`config.mk`:
```
export PLATFORM = sky130hd
export DESIGN_NAME = sar_receiver
export DESIGN_NICKNAME = d
export VERILOG_FILES = /design/src/hdl/sar_pkg.sv /design/src/hdl/sar_rate.sv /design/src/hdl/sar_rxbuf.sv /design/src/hdl/sar_receiver.sv
export SDC_FILE = /design/constraint.sdc
export NUM_CORES = 1
export LEC_CHECK = 0
export BUFFER_PORTS_ARGS = -buffer_cell sky130_fd_sc_hd__buf_2
export CORE_MARGIN = 10
export CORE_UTILIZATION = 60
export CTS_BUF_LIST = sky130_fd_sc_hd__clkbuf_16
export CTS_CLUSTER_SIZE = 24
export DETAILED_ROUTE_END_ITERATION = 12
export MAX_ROUTING_LAYER = met4
export PLACE_DENSITY = 0.84
export SLEW_MARGIN = 40
export SYNTH_ARGS = -nofsm -noshare
export SYNTH_HDL_FRONTEND = slang
export SYNTH_SLANG_ARGS = --single-unit
```
`constraint.sdc`:
```
create_clock -name I_CLOCK -period 2.8 [get_ports I_CLOCK]
set_input_delay 0.56 -clock I_CLOCK [delete_from_list [all_inputs] [get_ports I_CLOCK]]
set_output_delay 0.56 -clock I_CLOCK [all_outputs]
set_load 0.03 [all_outputs]
```
`src/hdl/sar_pkg.sv`:
```
// package for the serial receiver: frame field widths, sample points, encodings
// assumes a single 100 MHz system clock and a baud-rate divider elsewhere
package sar_pkg;

    // ------------------------------------------------------------------
    // oversampling
    // ------------------------------------------------------------------
    localparam int unsigned SAMPLES_NORMAL = 16;
    localparam int unsigned SAMPLES_DOUBLE = 8;
    localparam logic [3:0]  VOTE_FIRST_NORMAL = 4'h8; // first centre sample, normal
    localparam logic [3:0]  VOTE_FIRST_DOUBLE = 4'h4; // first centre sample, double speed
    localparam logic [3:0]  LAST_NORMAL = 4'hf;
    localparam logic [3:0]  LAST_DOUBLE = 4'h7;

    // ------------------------------------------------------------------
    // frame format
    // ------------------------------------------------------------------
    localparam int unsigned DATA_W     = 8;
    localparam int unsigned BUF_DEPTH  = 2;
    localparam logic [2:0]  SIZE_9BIT  = 3'h7; // char_size_field code for nine bits
    localparam logic [2:0]  SIZE_5BIT  = 3'h0;
    localparam int unsigned BAUD_DIV_W = 12;
    localparam logic [11:0] BAUD_DIV_RESET = 12'h000;

    // buffered entry: {frame_err, parity_err, ninth, data}
    localparam int unsigned ENTRY_W    = DATA_W + 3;
    localparam int unsigned POS_NINTH  = DATA_W;
    localparam int unsigned POS_PERR   = DATA_W + 1;
    localparam int unsigned POS_FERR   = DATA_W + 2;

    typedef enum logic [1:0] {
        SAR_IDLE,
        SAR_START,
        SAR_BITS
    } sar_state_e;

endpackage

```
`src/hdl/sar_rate.sv`:
```
// sample-rate divider: one-cycle enable at 16x or 8x baud
// assumes the divisor input is held steady while the receiver runs
module sar_rate (
    // clock and reset
    input  wire logic                           I_CLOCK,
    input  wire logic                           I_RESETN,
    // control
    input  wire logic                           i_run,
    input  wire logic [sar_pkg::BAUD_DIV_W-1:0] i_div,
    // sample enable
    output logic                                o_tick
);
    import sar_pkg::*;

    logic [BAUD_DIV_W-1:0] cnt_r;
    wire                   at_end = (cnt_r >= i_div);

    // --------------------------------------------------------------
    // count up to the divisor, pulse at wrap
    // --------------------------------------------------------------
    always_ff @(posedge I_CLOCK or negedge I_RESETN) begin
        if (!I_RESETN) begin
            cnt_r  <= '0;
            o_tick <= 1'b0;
        end else if (!i_run) begin
            cnt_r  <= '0;
            o_tick <= 1'b0;
        end else begin
            cnt_r  <= at_end ? '0 : cnt_r + 1'b1;
            o_tick <= at_end;
        end
    end
endmodule

```
`src/hdl/sar_rxbuf.sv`:
```
// two-entry receive buffer holding data, ninth bit and error status
// assumes the writer never pushes when full
module sar_rxbuf #(
    parameter int unsigned WIDTH = sar_pkg::ENTRY_W
) (
    // clock and reset
    input  wire logic             I_CLOCK,
    input  wire logic             I_RESETN,
    // control
    input  wire logic             i_flush,
    input  wire logic             i_push,
    input  wire logic [WIDTH-1:0] i_entry,
    input  wire logic             i_pop,
    // state
    output logic      [WIDTH-1:0] o_head,
    output logic                  o_empty,
    output logic                  o_full
);
    import sar_pkg::*;

    logic [WIDTH-1:0] mem_r [BUF_DEPTH];
    logic             rd_r;
    logic             wr_r;
    logic [1:0]       cnt_r;

    wire do_pop  = i_pop & (cnt_r != 2'h0);
    wire do_push = i_push & (cnt_r != 2'h2);

    assign o_head  = mem_r[rd_r];
    assign o_empty = (cnt_r == 2'h0);
    assign o_full  = (cnt_r == 2'h2);

    // --------------------------------------------------------------
    // pointers and occupancy; flush empties the buffer
    // --------------------------------------------------------------
    always_ff @(posedge I_CLOCK or negedge I_RESETN) begin
        if (!I_RESETN) begin
            rd_r  <= 1'b0;
            wr_r  <= 1'b0;
            cnt_r <= 2'h0;
        end else if (i_flush) begin
            rd_r  <= 1'b0;
            wr_r  <= 1'b0;
            cnt_r <= 2'h0;
        end else begin
            if (do_pop) begin
                rd_r <= ~rd_r;
            end
            if (do_push) begin
                wr_r <= ~wr_r;
            end
            cnt_r <= cnt_r + {1'b0, do_push} - {1'b0, do_pop};
        end
    end

    // storage
    always_ff @(posedge I_CLOCK) begin
        if (do_push && !i_flush) begin
            mem_r[wr_r] <= i_entry;
        end
    end
endmodule

```
`src/hdl/sar_receiver.sv`:
```
// asynchronous serial receiver: start detect, majority recovery, two-entry buffer
// assumes i_rxd is synchronous to I_CLOCK and control inputs come from software
//
// Notes on behaviour
// - ninth bit and errors buffered; data read advances
// - complete flag high while buffer non-empty
// - receiver disable flushes buffer
// - interrupt requested while enabled and flag set
// - framing and parity error flags follow buffered head character
// - error flags not writable by software
// - error flags raise no interrupt
// - framing error from first stop bit only
// - overrun when buffer full, shifter waiting, start
// - overrun clears on successful transfer to buffer
// - parity checked per enable and odd select
// - parity error zero when checking disabled
// - parity error valid until data read
// - disable immediate, frame dropped, pin released
// - sample at 16x, or 8x double speed
// - samples 8,9,10 or 4,5,6 vote start
// - high majority rejects start, else synchronise
// - shift bits until first stop, then transfer
// - each bit decided by three-sample majority
// - unused upper data bits read zero
module sar_receiver (
    // clock and reset
    input  wire logic                           I_CLOCK,
    input  wire logic                           I_RESETN,
    // serial line
    input  wire logic                           I_RXD,
    // configuration
    input  wire logic                           I_RECEIVER_ENABLE_BIT,
    input  wire logic                           I_RX_COMPLETE_IRQ_ENABLE,
    input  wire logic                           I_PARITY_ENABLE_BIT,
    input  wire logic                           I_PARITY_ODD_SELECT,
    input  wire logic                           I_STOP_BITS_SELECT,
    input  wire logic                           I_DOUBLE_SPEED_BIT,
    input  wire logic [2:0]                     I_CHAR_SIZE_FIELD,
    input  wire logic [sar_pkg::BAUD_DIV_W-1:0] I_BAUD_DIV,
    // data register read strobe
    input  wire logic                           I_RX_DATA_READ,
    // receive data register and status
    output logic      [sar_pkg::DATA_W-1:0]     O_RX_DATA_REG,
    output logic                                O_RX_NINTH_BIT,
    output logic                                O_FRAMING_ERROR_FLAG,
    output logic                                O_OVERRUN_FLAG,
    output logic                                O_PARITY_ERROR_FLAG,
    output logic                                O_RX_COMPLETE_FLAG,
    output logic                                O_RX_COMPLETE_IRQ,
    output logic                                O_PIN_OVERRIDE
);
    import sar_pkg::*;

    // ------------------------------------------------------------------
    // helpers
    // ------------------------------------------------------------------
    function automatic logic vote3(input logic [2:0] s);
        vote3 = (s[0] & s[1]) | (s[0] & s[2]) | (s[1] & s[2]);
    endfunction

    // number of data bits for a char_size_field code
    function automatic logic [3:0] data_bits(input logic [2:0] code);
        if (code == SIZE_9BIT) begin
            data_bits = 4'h9;
        end else if (code > 3'h3) begin
            data_bits = 4'h8;
        end else begin
            data_bits = 4'h5 + {2'h0, code[1:0]};
        end
    endfunction

    // ------------------------------------------------------------------
    // state
    // ------------------------------------------------------------------
    sar_state_e          state_r;
    logic [3:0]          samp_r;       // sample number within a bit
    logic [3:0]          bitn_r;       // bits received after start
    logic [2:0]          win_r;        // centre samples
    logic                prev_rxd_r;
    logic [8:0]          shift_r;      // data bits, lsb first
    logic                par_bit_r;
    logic                hold_r;       // completed frame waits in shifter
    logic [ENTRY_W-1:0]  hold_entry_r;
    logic                dor_r;        // pending overrun, cleared by next push
    logic                tick;
    logic [ENTRY_W-1:0]  head;
    logic                buf_empty;
    logic                buf_full;

    wire       en      = I_RECEIVER_ENABLE_BIT;
    wire [3:0] vfirst  = I_DOUBLE_SPEED_BIT ? VOTE_FIRST_DOUBLE : VOTE_FIRST_NORMAL;
    wire [3:0] vlast   = I_DOUBLE_SPEED_BIT ? LAST_DOUBLE : LAST_NORMAL;
    wire [3:0] ndata   = data_bits(I_CHAR_SIZE_FIELD);
    wire [3:0] nframe  = ndata + {3'h0, I_PARITY_ENABLE_BIT}; // bits before the stop bit
    wire       in_win  = (samp_r >= vfirst) && (samp_r <= vfirst + 4'h2);
    wire       dec_pt  = tick && (samp_r == vfirst + 4'h2);
    wire [2:0] win_nxt = {I_RXD, win_r[2:1]};
    wire       bit_val = vote3(win_nxt);
    wire       falling = prev_rxd_r && !I_RXD;

    // parity computed over the data bits actually used
    wire [8:0] dmask   = 9'h1ff >> (4'h9 - ndata);
    wire       dpar    = ^(shift_r & dmask);
    wire       perr    = I_PARITY_ENABLE_BIT &&
                         ((dpar ^ I_PARITY_ODD_SELECT) != par_bit_r);

    wire       stop_pt = dec_pt && (state_r == SAR_BITS) && (bitn_r == nframe);
    wire       start_ok = dec_pt && (state_r == SAR_START) && !bit_val;
    wire       push    = en && hold_r && !buf_full;
    wire       pop     = I_RX_DATA_READ && !buf_empty;

    // ------------------------------------------------------------------
    // sample-rate divider and buffer
    // ------------------------------------------------------------------
    sar_rate u_rate (
        .I_CLOCK  (I_CLOCK),
        .I_RESETN (I_RESETN),
        .i_run    (en),
        .i_div    (I_BAUD_DIV),
        .o_tick   (tick)
    );

    sar_rxbuf #(
        .WIDTH (ENTRY_W)
    ) u_buf (
        .I_CLOCK  (I_CLOCK),
        .I_RESETN (I_RESETN),
        .i_flush  (!en),
        .i_push   (push),
        .i_entry  (hold_entry_r),
        .i_pop    (pop),
        .o_head   (head),
        .o_empty  (buf_empty),
        .o_full   (buf_full)
    );

    // ------------------------------------------------------------------
    // clock and data recovery
    // ------------------------------------------------------------------
    always_ff @(posedge I_CLOCK or negedge I_RESETN) begin
        if (!I_RESETN) begin
            state_r    <= SAR_IDLE;
            samp_r     <= 4'h0;
            bitn_r     <= 4'h0;
            win_r      <= 3'h7;
            prev_rxd_r <= 1'b1;
            shift_r    <= 9'h000;
            par_bit_r  <= 1'b0;
        end else if (!en) begin
            state_r    <= SAR_IDLE;
            samp_r     <= 4'h0;
            bitn_r     <= 4'h0;
            prev_rxd_r <= 1'b1;
        end else if (tick) begin
            prev_rxd_r <= I_RXD;
            samp_r     <= (samp_r == vlast) ? 4'h0 : samp_r + 4'h1;
            if (in_win) begin
                win_r <= win_nxt;
            end
            case (state_r)
                SAR_IDLE: begin
                    if (falling) begin
                        state_r <= SAR_START;
                        samp_r  <= 4'h2;  // this low sample is number 1
                    end
                end
                SAR_START: begin
                    if (dec_pt) begin
                        if (bit_val) begin
                            state_r <= SAR_IDLE;
                        end else begin
                            state_r <= SAR_BITS;
                            bitn_r  <= 4'h0;
                        end
                    end
                end
                SAR_BITS: begin
                    if (dec_pt) begin
                        if (bitn_r == nframe) begin
                            state_r    <= SAR_IDLE;  // next start may follow at once
                            prev_rxd_r <= 1'b1;
                        end else begin
                            bitn_r <= bitn_r + 4'h1;
                            if (bitn_r < ndata) begin
                                shift_r[bitn_r] <= bit_val;
                            end else begin
                                par_bit_r <= bit_val;
                            end
                        end
                    end
                end
                default: begin
                    state_r <= SAR_IDLE;
                end
            endcase
        end
    end

    // ------------------------------------------------------------------
    // shifter hold, overrun and transfer into buffer
    // ------------------------------------------------------------------
    always_ff @(posedge I_CLOCK or negedge I_RESETN) begin
        if (!I_RESETN) begin
            hold_r       <= 1'b0;
            hold_entry_r <= '0;
            dor_r        <= 1'b0;
        end else if (!en) begin
            hold_r <= 1'b0;
            dor_r  <= 1'b0;
        end else begin
            if (push) begin
                hold_r <= 1'b0;
                dor_r  <= 1'b0;
            end
            if (start_ok && hold_r && buf_full) begin
                dor_r <= 1'b1;
            end
            if (stop_pt && !(hold_r && !push)) begin
                hold_r <= 1'b1;
                hold_entry_r[DATA_W-1:0] <= shift_r[DATA_W-1:0] & dmask[DATA_W-1:0];
                hold_entry_r[POS_NINTH]  <= (ndata == 4'h9) & shift_r[8];
                hold_entry_r[POS_PERR]   <= perr;
                hold_entry_r[POS_FERR]   <= !bit_val;
            end
        end
    end

    // ------------------------------------------------------------------
    // registered outputs follow the buffer head, overrun state and enable
    // ------------------------------------------------------------------
    always_ff @(posedge I_CLOCK or negedge I_RESETN) begin
        if (!I_RESETN) begin
            O_RX_DATA_REG        <= '0;
            O_RX_NINTH_BIT       <= 1'b0;
            O_FRAMING_ERROR_FLAG <= 1'b0;
            O_OVERRUN_FLAG       <= 1'b0;
            O_PARITY_ERROR_FLAG  <= 1'b0;
            O_RX_COMPLETE_FLAG   <= 1'b0;
            O_RX_COMPLETE_IRQ    <= 1'b0;
            O_PIN_OVERRIDE       <= 1'b0;
        end else begin
            O_RX_DATA_REG        <= head[DATA_W-1:0];
            O_RX_NINTH_BIT       <= head[POS_NINTH];
            O_FRAMING_ERROR_FLAG <= !buf_empty & head[POS_FERR];
            O_PARITY_ERROR_FLAG  <= !buf_empty & head[POS_PERR] & I_PARITY_ENABLE_BIT;
            O_OVERRUN_FLAG       <= dor_r;
            O_RX_COMPLETE_FLAG   <= !buf_empty;
            O_RX_COMPLETE_IRQ    <= !buf_empty & I_RX_COMPLETE_IRQ_ENABLE;
            O_PIN_OVERRIDE       <= en;
        end
    end
endmodule

```
==> metrics.yaml <==
synthesis:
  syn_area_um2: 4650
  yosys-top-cells-area: "dfrtp_1 35%, edfxtp_1 14%, ha_1 9.1%"
  synth_cell_type_count: 52
  synth-edff-count: 22
  ys_seq_area_frac: 0.509
  synth_nets: 477
  synth_top_area_cell: "dfrtp_1"
  yosys.area.top_type_share: 0.350
  synthCells: 418
  syn-mean-instance-area_um2: 11.1
  synth_warnings: 0
  synth-seq-cells: 90
  async_reset_ff_frac: 0.756
  ys.flop_type: "dfrtp_1"
floorplan:
  fp.dieW_um: 108
  fp.coreArea_um2: 7650
  die_h_um: 108
  dieArea_um2: 11700
  ioPinCount: 40
  start_util: 0.608
  fp-row-count: 32
clocking:
  htreeDepth: 3
  cts.sinks: 90
  ctsRootBufferMaster: "clkbuf_16"
  path_clk_slew_ns: 0.07
  insertion_delay_ns: 0.34
  numCtsBuffers: 9
  cts_tree: "built"
  clockBufferDepth: 2
  hold_buffers: 0
detailed_routing:
  avgRoutedWirePerCell_um: 16.5
  wirelength_um: 9780
  ant_nets: 0
  routed_via_density: 5.72
  drt_pass1_iterations: 5
  dr_total_vias: 3386
  first_iter_violations: 215
  route.detailed.drc: 0
power:
  sw_frac_of_total: 0.255
  clkPwrFrac: 0.421
  leakage_nw: 2.49
  p_sw_mw: 0.800
  peakVddDrop_uv: 439
  p_seq_frac: 0.451
  combPwrFrac: 0.128
  p_per_area_nw_per_um2: 570
  p_int_mw: 2.34
place:
  place_ws_ns: -0.299
  portBuffers: 38
  place_inst: 574
  placed_cell_area_um2: 5150
  place.detailed.hpwl_um: 6720
  gp_congestion: 0.812
worst_setup_path:
  crit_chain: "buf_2, ha_2, nand2b_1, a21o_2, inv_1, ha_2, xor2_2, nand4_1, a21boi_4, nor2_1, o21ai_1, mux2_2"
  crit_family: "compound AO/OA/AOI/OAI gates"
  cp.buffers_inverters: 2
  cpMaxStageDelayCell: "a21boi_4"
  critPathMaxStageDelay_ns: 0.35
  crit_type: "input port to register"
  cp_data_arrival_time_ns: 2.97
  cp.required_ns: 3.03
  cp_common_cell: "ha_2"
  critPathCaptureType: "register"
  start_kind: "input port"
  cp_max_fo: 6
flow_run:
  drv_cap: 0
outcome:
  status: "finished clean"
cells_and_area:
  finalNonFillerCells: 592
  final_cell_area_um2: 5510
  final_cell_mix: "65 x dfrtp_1, 39 x buf_2, 32 x nand2_1"
  nNetsFinal: 544
  drive_gt1_frac: 0.249
  diodes: 0
  fin_util: 0.720
  syn2layout_area_growth_pct: 18.4
  mostFrequentLayoutCell: "dfrtp_1"
global_route:
  grt_pass1_vias: 3388
  antenna_found_initial: 0
  grt_pass1_wl_um: 16100
  grt_overflow: 0
  gr-usage-all-layers: 0.174
  grt_max_degree: 38
sta:
  finalHoldViolCount: 0
  worst_clock_skew_ns: 0.00890
  drv_slew: 0
  slew-limit-headroom: 0.531
  worstMarginPinSlew_ns: 0.703
  whs_ns: 0.265
  setup_ws_ns: 0.0554
  min_period_ns: 2.74
  finalSetupViolations: 0
  rsz0062_at_grt: "true"
  period_share: 0.980
  fmax_ghz: 0.364
hold_path:
  hold_path.class: "input port to async pin"
what timing repair did:
action	in CTS	in global routing
gates resized for setup	0	6
buffers inserted	0	0
setup endpoints to repair	0	15
sequential cells by signal, indices dropped and copies added (netlist names), 2 cells and up:
signal         flops
O_RX_DATA_REG      8
bitn_r             4
hold_entry_r      11
samp_r             4
shift_r            9
state_r            2
u_buf.cnt_r        2
u_buf.mem_r       22
u_rate.cnt_r      12
win_r              2
worst reg2reg max path: stages, from the launching register on:
cell and delay [ns]:
dfrtp_1 0.43, ha_1 0.34, and4b_1 0.27, and2_0 0.19
buf_4 0.15, nor2b_1 0.20, nand4_1 0.20, buf_4 0.23
o31ai_1 0.26
power groups by stage:
| stage | clock network (mW) | logic, mW | registers [mW] |
|---|---|---|---|
| 2_1_floorplan | 0 | 0.173 | 1.51 |
| 3_3_place_gp | 0 | 0.374 | 1.44 |
| 3_5_place_dp | 0 | 0.389 | 1.44 |
| 4_1_cts | 1.31 | 0.400 | 1.42 |
| 5_1_grt | 1.39 | 0.438 | 1.42 |
| 6_report | 1.32 | 0.401 | 1.41 |
final timing paths:
kind | slack (ns) | startpoint | end | cells past startpoint
worst min register to register | 0.40 | dor_r | O_OVERRUN_FLAG | 0
worst max register to register | 0.43 | samp_r[2] | hold_entry_r[7] | 8
max in group asynchronous | 1.82 | I_RESETN | win_r[1] | 2
min in group I_CLOCK | 0.40 | dor_r | O_OVERRUN_FLAG | 0
worst max-delay path | 0.06 | I_CHAR_SIZE_FIELD[0] | par_bit_r | 12
worst min-delay path | 0.27 | I_RESETN | O_RX_DATA_REG[1] | 1
routing by layer:
layer / share of wire / up-vias / wire length (um) / global-route usage
li1: - / 1599 / - / -
met1: 0.43 / 1674 / 4220 / 0.209
met2: 0.50 / 92 / 4920 / 0.285
met3: 0.048 / 21 / 469 / 0.0410
met4: 0.018 / 0 / 173 / 0.0515
met5: 0 / - / 0 / -
metrics by stage:
stage	power, mW	setup TNS (ns)
floorplan	1.68	0
global placement	1.81	-2.30
detailed placement	1.83	-5.14
CTS	3.13	0
global route	3.25	-0.345
finish	3.14	0
cells in the mapped netlist, types with 3 or more instances:
| cell | n |
|---|---|
| inv_1 | 29 |
| a21o_1 | 3 |
| mux2_2 | 22 |
| and3_1 | 5 |
| a31oi_1 | 4 |
| nand4b_1 | 4 |
| mux2i_1 | 4 |
| dfrtp_1 | 65 |
| and2_1 | 7 |
| nor2_1 | 25 |
| o211ai_1 | 3 |
| nand2_1 | 32 |
| edfxtp_1 | 22 |
| ha_1 | 34 |
| nor2b_1 | 13 |
| clkbuf_1 | 9 |
| xnor2_1 | 15 |
| nand2b_1 | 5 |
| a21boi_0 | 3 |
| a21oi_1 | 7 |
| nand3_1 | 20 |
| nand4_1 | 9 |
| nand3b_1 | 3 |
| xor2_1 | 13 |
| dfstp_2 | 3 |
| o21ai_0 | 24 |
| nor3_1 | 4 |
layout make-up:
cell class | count | area (um^2)
clock inverters | 7 | 100
repair buffers | 66 | 410
clock buffers | 9 | 225
well taps | 102 | 128
fillers | 516 | 2140
flip-flops and latches | 90 | 2370
inverters | 29 | 109
multi-input cells | 289 | 2170
logic make-up (layout without fill, tap and decap cells):
group	after synthesis	after routing	share of synthesized area
xor gates and xnor gates	28	28	0.0527
and+or+nand+nor	139	140	0.159
adders and majority gates	35	35	0.0939
buffers and inverters	40	111	0.0325
DFF	90	90	0.509
muxes	26	26	0.0619
AOI/OAI and AO/OA	60	60	0.0909
Power figures use the tool's default switching activity.
